--- src/design/dqm_pkg.sv ---
package dqm_pkg;
  localparam int unsigned DQM_MAP_W     = 16;
  localparam int unsigned DQM_FIELD_W   = 2;
  localparam int unsigned DQM_CODE_W    = 6;
  localparam int unsigned DQM_CODE_LSB  = 2;
  // register indices; byte address is four times the index
  localparam logic [7:0]  DQM_IDX_FIVE  = 8'h71;
  localparam logic [7:0]  DQM_IDX_SIX   = 8'h72;
  localparam logic [7:0]  DQM_IDX_SEVEN = 8'h73;
  localparam logic [15:0] DQM_RST_FIVE  = 16'h0000;
  localparam logic [15:0] DQM_RST_SIX   = 16'h0000;
  localparam logic [15:0] DQM_RST_SEVEN = 16'h0000;
  localparam logic [2:0]  DQM_HI_FIVE   = 3'h5;
  localparam logic [2:0]  DQM_HI_SIX    = 3'h6;
  localparam logic [2:0]  DQM_HI_SEVEN  = 3'h7;
  localparam logic [1:0]  DQM_RESP_OK   = 2'h0;
  localparam logic [1:0]  DQM_RESP_DEC  = 2'h3;

  typedef struct packed {
    logic       valid;
    logic [7:0] class_octet;
  } dqm_req_s;

  typedef struct packed {
    logic       valid;
    logic       hit;
    logic [1:0] queue;
  } dqm_ans_s;
endpackage : dqm_pkg

--- src/design/dqm_lookup.sv ---
`timescale 1ns/1ps
module dqm_lookup
  import dqm_pkg::*;
(
  input  wire logic                 sys_clk,
  input  wire logic                 rst_b,
  input  wire dqm_req_s             req,
  input  wire logic [DQM_MAP_W-1:0] map_five,
  input  wire logic [DQM_MAP_W-1:0] map_six,
  input  wire logic [DQM_MAP_W-1:0] map_seven,
  output dqm_ans_s                  ans
);
  logic [DQM_CODE_W-1:0] code;
  logic [DQM_MAP_W-1:0]  map_sel;
  logic                  hit;

  function automatic logic [1:0] field_of(input logic [15:0] m, input logic [2:0] lo);
    field_of = m[{lo, 1'b0} +: 2];
  endfunction : field_of

  assign code = req.class_octet[DQM_CODE_LSB +: DQM_CODE_W];

  always_comb begin
    hit     = 1'b1;
    map_sel = '0;
    case (code[5:3])
      DQM_HI_FIVE:  map_sel = map_five;
      DQM_HI_SIX:   map_sel = map_six;
      DQM_HI_SEVEN: map_sel = map_seven;
      default:      hit     = 1'b0;
    endcase
  end

  always_ff @(posedge sys_clk) begin
    if (!rst_b) begin
      ans <= '0;
    end else begin
      ans.valid <= req.valid;
      ans.hit   <= req.valid & hit;
      ans.queue <= field_of(map_sel, code[2:0]);
    end
  end

  chk_lookup_field: assert property (@(posedge sys_clk) disable iff (!rst_b)
    (req.valid && code[5:3] == DQM_HI_SEVEN)
      |=> (ans.hit && ans.queue == $past(map_seven[{code[2:0], 1'b0} +: 2])))
    else $error("seventh map field not selected");
  chk_lookup_miss: assert property (@(posedge sys_clk) disable iff (!rst_b)
    (req.valid && code[5:3] < DQM_HI_FIVE) |=> (ans.valid && !ans.hit))
    else $error("lower code reported as hit");
endmodule : dqm_lookup

--- src/design/dqm_top.sv ---
// Added by the designer: the AXI4-Lite interface to the registers.
`timescale 1ns/1ps
// Contract
// - codes 101xxx use fifth map register
// - codes 110xxx use sixth register, field 2*low
// - codes 111xxx use seventh map register
// - two-bit fields give one of four queues
// - sixth register at 72h, resets zero
// - all fields read back last written value
module dqm_top
  import dqm_pkg::*;
(
  input  wire logic        sys_clk,
  input  wire logic        rst_b,
  input  wire logic        s_axi_awvalid,
  output logic             s_axi_awready,
  input  wire logic [31:0] s_axi_awaddr,
  input  wire logic        s_axi_wvalid,
  output logic             s_axi_wready,
  input  wire logic [31:0] s_axi_wdata,
  input  wire logic [3:0]  s_axi_wstrb,
  output logic             s_axi_bvalid,
  input  wire logic        s_axi_bready,
  output logic [1:0]       s_axi_bresp,
  input  wire logic        s_axi_arvalid,
  output logic             s_axi_arready,
  input  wire logic [31:0] s_axi_araddr,
  output logic             s_axi_rvalid,
  input  wire logic        s_axi_rready,
  output logic [31:0]      s_axi_rdata,
  output logic [1:0]       s_axi_rresp,
  input  wire dqm_req_s    cls_req,
  output dqm_ans_s         cls_ans
);
  logic [DQM_MAP_W-1:0] class_queue_map_five;
  logic [DQM_MAP_W-1:0] class_queue_map_six;
  logic [DQM_MAP_W-1:0] class_queue_map_seven;
  logic                 aw_held;
  logic                 w_held;
  logic [31:0]          aw_addr;
  logic [31:0]          w_data;
  logic [3:0]           w_strb;
  logic                 do_write;

  function automatic logic [1:0] reg_sel(input logic [31:0] a);
    if (a[1:0] != 2'h0 || a[31:10] != '0)
      reg_sel = 2'h0;
    else if (a[9:2] == DQM_IDX_FIVE)
      reg_sel = 2'h1;
    else if (a[9:2] == DQM_IDX_SIX)
      reg_sel = 2'h2;
    else if (a[9:2] == DQM_IDX_SEVEN)
      reg_sel = 2'h3;
    else
      reg_sel = 2'h0;
  endfunction : reg_sel

  function automatic logic [15:0] merge(input logic [15:0] old, input logic [31:0] d,
                                        input logic [3:0] s);
    merge = {s[1] ? d[15:8] : old[15:8], s[0] ? d[7:0] : old[7:0]};
  endfunction : merge

  assign s_axi_awready = !aw_held && !s_axi_bvalid;
  assign s_axi_wready  = !w_held && !s_axi_bvalid;
  assign do_write      = aw_held && w_held && !s_axi_bvalid;

  always_ff @(posedge sys_clk) begin
    if (!rst_b) begin
      aw_held <= 1'b0;
      aw_addr <= '0;
    end else if (s_axi_awvalid && s_axi_awready) begin
      aw_held <= 1'b1;
      aw_addr <= s_axi_awaddr;
    end else if (do_write) begin
      aw_held <= 1'b0;
    end
  end

  always_ff @(posedge sys_clk) begin
    if (!rst_b) begin
      w_held <= 1'b0;
      w_data <= '0;
      w_strb <= '0;
    end else if (s_axi_wvalid && s_axi_wready) begin
      w_held <= 1'b1;
      w_data <= s_axi_wdata;
      w_strb <= s_axi_wstrb;
    end else if (do_write) begin
      w_held <= 1'b0;
    end
  end

  always_ff @(posedge sys_clk) begin
    if (!rst_b) begin
      class_queue_map_five  <= DQM_RST_FIVE;
      class_queue_map_six   <= DQM_RST_SIX;
      class_queue_map_seven <= DQM_RST_SEVEN;
    end else if (do_write) begin
      case (reg_sel(aw_addr))
        2'h1:    class_queue_map_five  <= merge(class_queue_map_five, w_data, w_strb);
        2'h2:    class_queue_map_six   <= merge(class_queue_map_six, w_data, w_strb);
        2'h3:    class_queue_map_seven <= merge(class_queue_map_seven, w_data, w_strb);
        default: ;
      endcase
    end
  end

  always_ff @(posedge sys_clk) begin
    if (!rst_b) begin
      s_axi_bvalid <= 1'b0;
      s_axi_bresp  <= DQM_RESP_OK;
    end else if (do_write) begin
      s_axi_bvalid <= 1'b1;
      s_axi_bresp  <= (reg_sel(aw_addr) == 2'h0) ? DQM_RESP_DEC : DQM_RESP_OK;
    end else if (s_axi_bready) begin
      s_axi_bvalid <= 1'b0;
    end
  end

  assign s_axi_arready = !s_axi_rvalid;

  always_ff @(posedge sys_clk) begin
    if (!rst_b) begin
      s_axi_rvalid <= 1'b0;
      s_axi_rdata  <= '0;
      s_axi_rresp  <= DQM_RESP_OK;
    end else if (s_axi_arvalid && s_axi_arready) begin
      s_axi_rvalid <= 1'b1;
      s_axi_rresp  <= DQM_RESP_OK;
      case (reg_sel(s_axi_araddr))
        2'h1:    s_axi_rdata <= {16'h0000, class_queue_map_five};
        2'h2:    s_axi_rdata <= {16'h0000, class_queue_map_six};
        2'h3:    s_axi_rdata <= {16'h0000, class_queue_map_seven};
        default: begin
          s_axi_rdata <= '0;
          s_axi_rresp <= DQM_RESP_DEC;
        end
      endcase
    end else if (s_axi_rready) begin
      s_axi_rvalid <= 1'b0;
    end
  end

  dqm_lookup u_lookup (
    .sys_clk   (sys_clk),
    .rst_b     (rst_b),
    .req       (cls_req),
    .map_five  (class_queue_map_five),
    .map_six   (class_queue_map_six),
    .map_seven (class_queue_map_seven),
    .ans       (cls_ans)
  );

  chk_six_reset: assert property (@(posedge sys_clk)
    $rose(rst_b) |-> class_queue_map_six == 16'h0000)
    else $error("sixth map not zero after reset");
  chk_write_lands: assert property (@(posedge sys_clk) disable iff (!rst_b)
    (do_write && reg_sel(aw_addr) == 2'h2 && w_strb == 4'hf)
      |=> class_queue_map_six == $past(w_data[15:0]))
    else $error("sixth map write lost");
  chk_read_back: assert property (@(posedge sys_clk) disable iff (!rst_b)
    (s_axi_arvalid && s_axi_arready && reg_sel(s_axi_araddr) == 2'h1)
      |=> (s_axi_rvalid && s_axi_rdata == {16'h0000, $past(class_queue_map_five)}))
    else $error("fifth map readback wrong");
  chk_six_field: assert property (@(posedge sys_clk) disable iff (!rst_b)
    (cls_req.valid && cls_req.class_octet[7:5] == 3'h6)
      |=> cls_ans.queue == $past(class_queue_map_six[{cls_req.class_octet[4:2], 1'b0} +: 2]))
    else $error("sixth map field not selected");
  chk_five_top: assert property (@(posedge sys_clk) disable iff (!rst_b)
    (cls_req.valid && cls_req.class_octet[7:2] == 6'h2f)
      |=> cls_ans.queue == $past(class_queue_map_five[15:14]))
    else $error("code 2f not from bits 15:14");
  chk_seven_low: assert property (@(posedge sys_clk) disable iff (!rst_b)
    (cls_req.valid && cls_req.class_octet[7:2] == 6'h38)
      |=> (cls_ans.hit && cls_ans.queue == $past(class_queue_map_seven[1:0])))
    else $error("code 38 not from bits 1:0");
  chk_octet_bits: assert property (@(posedge sys_clk) disable iff (!rst_b)
    (cls_req.valid && cls_req.class_octet[7:5] == 3'h7 && cls_req.class_octet[4:0] == 5'h03)
      |=> cls_ans.queue == $past(class_queue_map_seven[1:0]))
    else $error("low octet bits affect code");
  chk_write_resp: assert property (@(posedge sys_clk) disable iff (!rst_b)
    do_write |=> (s_axi_bvalid && !s_axi_awready && !s_axi_wready))
    else $error("write response missing");
  chk_five_write: assert property (@(posedge sys_clk) disable iff (!rst_b)
    (do_write && reg_sel(aw_addr) == 2'h1 && w_strb == 4'hf)
      |=> class_queue_map_five == $past(w_data[15:0]))
    else $error("fifth map write lost");
  chk_seven_write: assert property (@(posedge sys_clk) disable iff (!rst_b)
    (do_write && reg_sel(aw_addr) == 2'h3 && w_strb == 4'hf)
      |=> class_queue_map_seven == $past(w_data[15:0]))
    else $error("seventh map write lost");
  chk_low_strobe: assert property (@(posedge sys_clk) disable iff (!rst_b)
    (do_write && reg_sel(aw_addr) == 2'h2 && w_strb[1:0] == 2'b01)
      |=> class_queue_map_six == {$past(class_queue_map_six[15:8]), $past(w_data[7:0])})
    else $error("sixth map low byte strobe wrong");
  chk_high_strobe: assert property (@(posedge sys_clk) disable iff (!rst_b)
    (do_write && reg_sel(aw_addr) == 2'h2 && w_strb[1:0] == 2'b10)
      |=> class_queue_map_six == {$past(w_data[15:8]), $past(class_queue_map_six[7:0])})
    else $error("sixth map high byte strobe wrong");
  chk_bad_no_write: assert property (@(posedge sys_clk) disable iff (!rst_b)
    (do_write && reg_sel(aw_addr) == 2'h0)
      |=> ($stable(class_queue_map_five) && $stable(class_queue_map_six)
           && $stable(class_queue_map_seven) && s_axi_bresp == DQM_RESP_DEC))
    else $error("unmapped write changed a map");
  chk_read_six: assert property (@(posedge sys_clk) disable iff (!rst_b)
    (s_axi_arvalid && s_axi_arready && reg_sel(s_axi_araddr) == 2'h2)
      |=> (s_axi_rvalid && s_axi_rdata == {16'h0000, $past(class_queue_map_six)}))
    else $error("sixth map readback wrong");
  chk_read_seven: assert property (@(posedge sys_clk) disable iff (!rst_b)
    (s_axi_arvalid && s_axi_arready && reg_sel(s_axi_araddr) == 2'h3)
      |=> (s_axi_rvalid && s_axi_rdata == {16'h0000, $past(class_queue_map_seven)}))
    else $error("seventh map readback wrong");
  chk_read_unmapped: assert property (@(posedge sys_clk) disable iff (!rst_b)
    (s_axi_arvalid && s_axi_arready && reg_sel(s_axi_araddr) == 2'h0)
      |=> (s_axi_rvalid && s_axi_rdata == 32'h0 && s_axi_rresp == DQM_RESP_DEC))
    else $error("unmapped read not refused");
  chk_seven_top: assert property (@(posedge sys_clk) disable iff (!rst_b)
    (cls_req.valid && cls_req.class_octet[7:2] == 6'h3f)
      |=> (cls_ans.hit && cls_ans.queue == $past(class_queue_map_seven[15:14])))
    else $error("code 3f not from bits 15:14");
  chk_five_low: assert property (@(posedge sys_clk) disable iff (!rst_b)
    (cls_req.valid && cls_req.class_octet[7:2] == 6'h28)
      |=> (cls_ans.hit && cls_ans.queue == $past(class_queue_map_five[1:0])))
    else $error("code 28 not from bits 1:0");
  chk_code_3a: assert property (@(posedge sys_clk) disable iff (!rst_b)
    (cls_req.valid && cls_req.class_octet[7:2] == 6'h3a)
      |=> (cls_ans.hit && cls_ans.queue == $past(class_queue_map_seven[5:4])))
    else $error("code 3a not from bits 5:4");
  chk_six_ends: assert property (@(posedge sys_clk) disable iff (!rst_b)
    (cls_req.valid && cls_req.class_octet[7:2] == 6'h37)
      |=> (cls_ans.hit && cls_ans.queue == $past(class_queue_map_six[15:14])))
    else $error("code 37 not from bits 15:14");
endmodule : dqm_top

--- config.mk ---
export PLATFORM = sky130hd
export DESIGN_NAME = dqm_top
export DESIGN_NICKNAME = d
export VERILOG_FILES = /design/src/design/dqm_pkg.sv /design/src/design/dqm_lookup.sv /design/src/design/dqm_top.sv
export SDC_FILE = /design/constraint.sdc
export NUM_CORES = 1
export LEC_CHECK = 0
export BUFFER_PORTS_ARGS = -buffer_cell sky130_fd_sc_hd__buf_2
export CAP_MARGIN = 20
export CORE_UTILIZATION = 25
export CTS_BUF_LIST = sky130_fd_sc_hd__clkbuf_8
export DETAILED_ROUTE_END_ITERATION = 6
export GPL_TIMING_DRIVEN = 0
export SLEW_MARGIN = 20
export SYNTH_ARGS = -nofsm -noshare
export SYNTH_HDL_FRONTEND = slang
export SYNTH_SLANG_ARGS = --single-unit
--- constraint.sdc ---
create_clock -name sys_clk -period 4.8 [get_ports sys_clk]
set_input_delay 0.24 -clock sys_clk [delete_from_list [all_inputs] [get_ports sys_clk]]
set_output_delay 0.24 -clock sys_clk [all_outputs]
set_load 0.01 [all_outputs]
Word-level counts from Yosys, hierarchy flattened
Index checks and enable logic that the tools add are counted.

Add/sub/neg operators: 0. Multiply operators: 0. Divide/modulo/power cells: 0. Order comparisons: 0. Equality and inequality tests: 15. Shift operators: 1. Multiplexer cells: 24. Bitwise operators: 1. Reduce and logical (&&, ||, !) cells: 30.

Operators with widths (count): 16-bit one-hot mux with 3 select lines (2); 8-bit by 7-bit == test with 1-bit output (second input constant) (6); 22-bit nonzero test (2); 2-bit 2-to-1 mux (14); 3-bit AND reduction (6); 16-bit by 5-bit variable part select with 2-bit output (1); 2-bit nonzero test (6); 3-bit == test (second input constant) (3); 2-bit == test (second input constant) (4); 1-bit 2-to-1 mux (8); 1-bit logical AND (7); 3-bit OR reduction (2); 2-bit by 1-bit == test with 1-bit output (second input constant) (2); 1-bit logical NOT (4); 2-bit logical NOT (1); 1-bit logical OR (2); 1-bit bitwise AND (1).

Register bits: 142. Bits in latches: 0. Bits in writable memories: 0. ROM bits: 0. Bits of input ports: 116. Output and inout bits: 45. Logic and storage cells: 90. Memories kept: 0.

Longest topological paths before layout
Depth in word-level cells: 10. Gate-level depth with buffers: 8. Depth with buffers taken out: 5.

Modules after synthesis
Synthesis repeated with hierarchy kept, for this count alone.

Cells, all modules: 625. Area, all modules: 5781.8 sq um.

By module, submodules not included: dqm_top (times used 1, cells each 563, area each 5163.7 sq um, sequential area each 2402.3 sq um); dqm_lookup (times used 1, cells each 62, area each 618.1 sq um, sequential area each 80.1 sq um).

Least setup slack after synthesis
Ideal clock, no wire load.

Kind: flip-flop to flip-flop. Start point: register aw_addr[1]. End point: register class_queue_map_five[0]. Library setup time: 116 ps. Arrival time: 1408 ps. Required time: 4684 ps. Setup slack: 3276 ps. Stages on the path, launching flop included: 8. Buffers on the path: 2. Period minus slack after synthesis: 1524 ps. Path through: dfxtp_1 -> nor4b_2 -> and4_1 -> buf_6 -> and3_4 -> buf_8 -> mux2i_1 -> nor2b_1.

Longest elaborated chain between the ends: 7.

Ends and longest elaborated chain: start, declared (line dqm_top.sv:40) `logic [31:0] aw_addr;`; start signal, assigned (line dqm_top.sv:73) `aw_addr <= s_axi_awaddr;`; 2-bit nonzero test (line dqm_top.sv:46) `if (a[1:0] != 2'h0 || a[31:10] != '0)`; 1-bit logical OR (line dqm_top.sv:46); 2-bit 2-to-1 mux (line dqm_top.sv:46); 2-bit 2-to-1 mux (line dqm_top.sv:98) `end else if (do_write) begin`; 2-bit 2-to-1 mux (line dqm_top.sv:94) `if (!rst_b) begin`; 2-bit by 1-bit == test with 1-bit output (line dqm_top.sv:99) `case (reg_sel(aw_addr))`; 3-bit AND reduction (no line); end signal, assigned (line dqm_top.sv:100) `2'h1: class_queue_map_five <= merge(class_queue_map_five, w_data, w_strb);`; end, declared (line dqm_top.sv:35) `logic [DQM_MAP_W-1:0] class_queue_map_five;`.

Every way passes these cells. The select of a mux whose other input is x is not followed. A chain may end at the register's enable or synchronous reset.

Final worst setup path
Start point: register aw_addr[6]. End point: register class_queue_map_six[3].

Longest elaborated chain between the ends: 9.

Ends and longest elaborated chain: 8-bit by 7-bit == test with 1-bit output (line dqm_top.sv:52) `else if (a[9:2] == DQM_IDX_SEVEN)`; 2-bit 2-to-1 mux (line dqm_top.sv:52); 2-bit 2-to-1 mux (line dqm_top.sv:50) `else if (a[9:2] == DQM_IDX_SIX)`; 2-bit 2-to-1 mux (*) (line dqm_top.sv:48) `else if (a[9:2] == DQM_IDX_FIVE)`; 2-bit 2-to-1 mux (*) (line dqm_top.sv:46); 2-bit 2-to-1 mux (*) (line dqm_top.sv:98); 2-bit 2-to-1 mux (*) (line dqm_top.sv:94); 2-bit == test (*) (line dqm_top.sv:99); 3-bit AND reduction (no line) (*); end signal, assigned (line dqm_top.sv:101) `2'h2: class_queue_map_six <= merge(class_queue_map_six, w_data, w_strb);`; end, declared (line dqm_top.sv:36) `logic [DQM_MAP_W-1:0] class_queue_map_six;`.

Every way passes the cells marked *; elsewhere a longest branch is shown, timed or not. The select of a mux whose other input is x is not followed.

==> out/metrics.yaml <==
power:
  clockPowerShare_pct: 40.9
  comb_power_share_pct: 10.5
  internal_power_mw: 1.594
  power_switching_uw: 646.8
  p_per_area_mw_per_mm2: 310.6
  irDropWorstVdd_mv: 0.1874
  leakagePower_nw: 3.036
  p_seq_share_pct: 48.6
  swShare_pct: 28.87
logic_synthesis:
  synth_ff_type: "dfxtp_1"
  seq_area_frac_synth_pct: 43.00
  ys_seq_elements: 124
  yosysWarnings: 0
  synth_top_area_cell: "dfxtp_1"
  synth_top_area_share_pct: 43.00
  ys_types: 49
  synth_async_sr_flop_share_pct: 0
  synth_cells: 636
  synth.avg_cell_area_sq_um: 9.077
  syn-cell-area_sq_mm: 0.005773
  netlist_top_cells_count: "137 x nand2_1, 124 x dfxtp_1, 53 x a21boi_1, 51 x nor2b_1, 48 x mux2i_1"
  yosys-top-cells-area: "dfxtp_1 43%, nand2_1 8.9%, mux2i_1 8.3%"
  synth_edf_count: 0
  synth.most_common_cell: "nand2_1"
floorplanning:
  coreArea_sq_mm: 0.02264
  dieHeight_um: 154.0
  num_rows: 55
  die_area_sq_mm: 0.02370
  fp.dieW_um: 154.0
  initial_core_util_pct: 25.50
  pin_count: 161
finish:
  drive_gt1_share_pct: 24.19
  area_growth_pct: 24.95
  multi_input_area_sq_mm: 0.002913
  regArea_sq_mm: 0.002482
  fin_area_sq_mm: 0.007213
  nFillCells: 2420
  nets: 909
placement:
  dp_hpwl_mm: 11.58
  postPlaceCellArea_sq_mm: 0.006782
  place_congestion: 0.9060
  portBuffers: 119
global_routing:
  grt_pass1_vias: 4555
  grt_max_degree: 17
  grt_first_pass_wirelength_mm: 24.37
  grt_usage_pct: 13.36
  overflow: 0
  antenna_found_initial: 4
critical_path:
  path_class: "reg -> reg"
  r2r_slack_ns: 2.96
  r2r-end: "class_queue_map_six[3]"
  worstPathMaxFanout: 8
  worst_setup_path_start_kind: "flop"
  timing.rr.start: "aw_addr[6]"
  reg2regPathDepth: 6
  crit_required_ns: 5.14
  critPathCaptureType: "flop"
  crit_arrival_ns: 2.18
routing:
  viasPerCell: 4.426
  firstDrtPassIters: 5
  final_antenna_net_count: 0
  drt-initial-drc-count: 252
  wire_per_inst_um: 14.12
  finalWirelength_mm: 15.43
  drc: 0
  vias: 4838
clock_network:
  cts.sinks: 124
  ctsResizeCount: 0
  numCtsBuffers: 17
  clock-root-buffer: "clkbuf_8"
  cts_tree: "built"
  clkTransAtPathRegs_ns: 0.09
  cts_htree_levels: 4
  cts_buffer_depth: 2
  postCtsSetupRepairBufs: 0
  clkLatencyLatePin_ns: 0.45
worst_hold_path:
  min_to: "u_lookup.ans[3]"
  hold_depth: 2
  min_path_type: "in -> reg"
  hold_start: "cls_req[8]"
timing:
  drv_slew: 0
  setup-tns-final_ns: 0
  rsz0062_at_grt: "false"
  fin_crit_ns: 1.837
  finalSetupViolations: 0
  whs_ns: 0.01737
  final.setup_skew_ns: 0.01808
  max_freq_mhz: 544.4
  slew_headroom_pct: 56.41
  fin_crit_sh_pct: 38.27
  hold_viol: 0
  worstMarginPinSlew_ns: 0.6539
status:
  status: "completed"
job:
  cap_violations: 0
layout make-up:
class                           instances  share of cell area, %
Timing Repair Buffer                  123                  8.812
Sequential cell                       124                  34.41
Multi-Input combinational cell        449                  40.38
Inverter                               15                 0.7806
Tap cell                              285                  4.944
Antenna cell                            2                0.06938
Buffer                                 63                  5.239
Clock buffer                           17                  3.244
Clock inverter                         15                  2.116
placed cells by master (no fill, tap or decap), drive strengths merged, types with 3 or more instances in the layout:
cell,instances
o22ai,11
a221oi,16
and3,4
nand2,137
nor4,11
a22oi,16
conb,16
a21boi,53
nor2,6
and2,3
mux2i,48
dfxtp,124
dlygate4sd3,4
clkbuf,48
inv,23
nor3,10
o21ai,18
nor2b,52
o211a,3
mux2,20
clkinvlp,4
nand3,4
buf,151
per-stage QoR:
| stage | worst slack [ns] | utilization, % | total power, mW | cells |
|---|---|---|---|---|
| 5_1_grt | 2.752 | 31.84 | 2.340 | 1091 |
| 6_report | 2.963 | 31.86 | 2.240 | 1093 |
| 2_1_floorplan | 3.276 | - | 1.252 | 651 |
| 3_5_place_dp | 2.839 | 29.95 | 1.347 | 1055 |
| 3_3_place_gp | 2.868 | 29.95 | 1.345 | 1055 |
| 4_1_cts | 2.955 | 31.79 | 2.261 | 1090 |
routing by layer:
layer  track usage, %  wire (um)  share of wire (%)  vias to the layer above
met2            19.89       6396                 41                      185
met4            3.381        142               0.92                        4
li1                 -          -                  -                     2487
met3            4.425       1114                7.2                       12
met5                0         21               0.14                        -
met1            18.38       7757                 50                     2150
cell families (layout without fill, tap and decap cells):
| family | Yosys count | in the layout | share of synthesized area [%] |
|---|---|---|---|
| AO/OA/AOI/OAI | 125 | 125 | 15.95 |
| multiplexers | 68 | 68 | 12.22 |
| other | 1 | 18 | 0.06496 |
| flip-flops | 124 | 124 | 43.00 |
| AND/OR/NAND/NOR | 240 | 240 | 21.24 |
| buffers and inverters | 78 | 233 | 7.520 |
flip-flops by register name, summed over array words and instances, names as in the netlist, 2 cells and up:
name                   count
aw_addr                   32
class_queue_map_five      16
w_strb                     2
class_queue_map_six       16
class_queue_map_seven     16
u_lookup.ans               4
w_data                    16
s_axi_rdata               16
what timing repair did:
item / 4_1_cts / 5_1_grt
hold buffers: 3 / 1
endpoints found under the setup margin: 0 / 0
endpoints found under the hold margin: 3 / 1
critical path, cell delays in order (launching register included):
cell and delay [ns]:
dfxtp_1 0.34, nor4bb_1 0.36, and4_1 0.27, buf_6 0.15, nand3_2 0.28, mux2i_1 0.26
nor2b_1 0.06
power by group through the flow:
stage	Combinational, mW	Sequential, mW	Clock [mW]
floorplan	0.147	1.11	0
global placement	0.233	1.11	0
detailed placement	0.235	1.11	0
CTS	0.238	1.09	0.935
global route	0.264	1.09	0.982
finish	0.235	1.09	0.917
worst max-delay path by stage:
stage / end / start / cells after the start
2_1_floorplan: class_queue_map_five[0] / aw_addr[1] / 7
3_3_place_gp: s_axi_rdata[5] / s_axi_araddr[3] / 6
3_5_place_dp: s_axi_rdata[5] / s_axi_araddr[3] / 6
4_1_cts: class_queue_map_six[3] / aw_addr[6] / 6
5_1_grt: class_queue_map_six[3] / aw_addr[6] / 6
6_report: class_queue_map_six[3] / aw_addr[6] / 6
No activity file was read; power rests on OpenSTA's default activity.
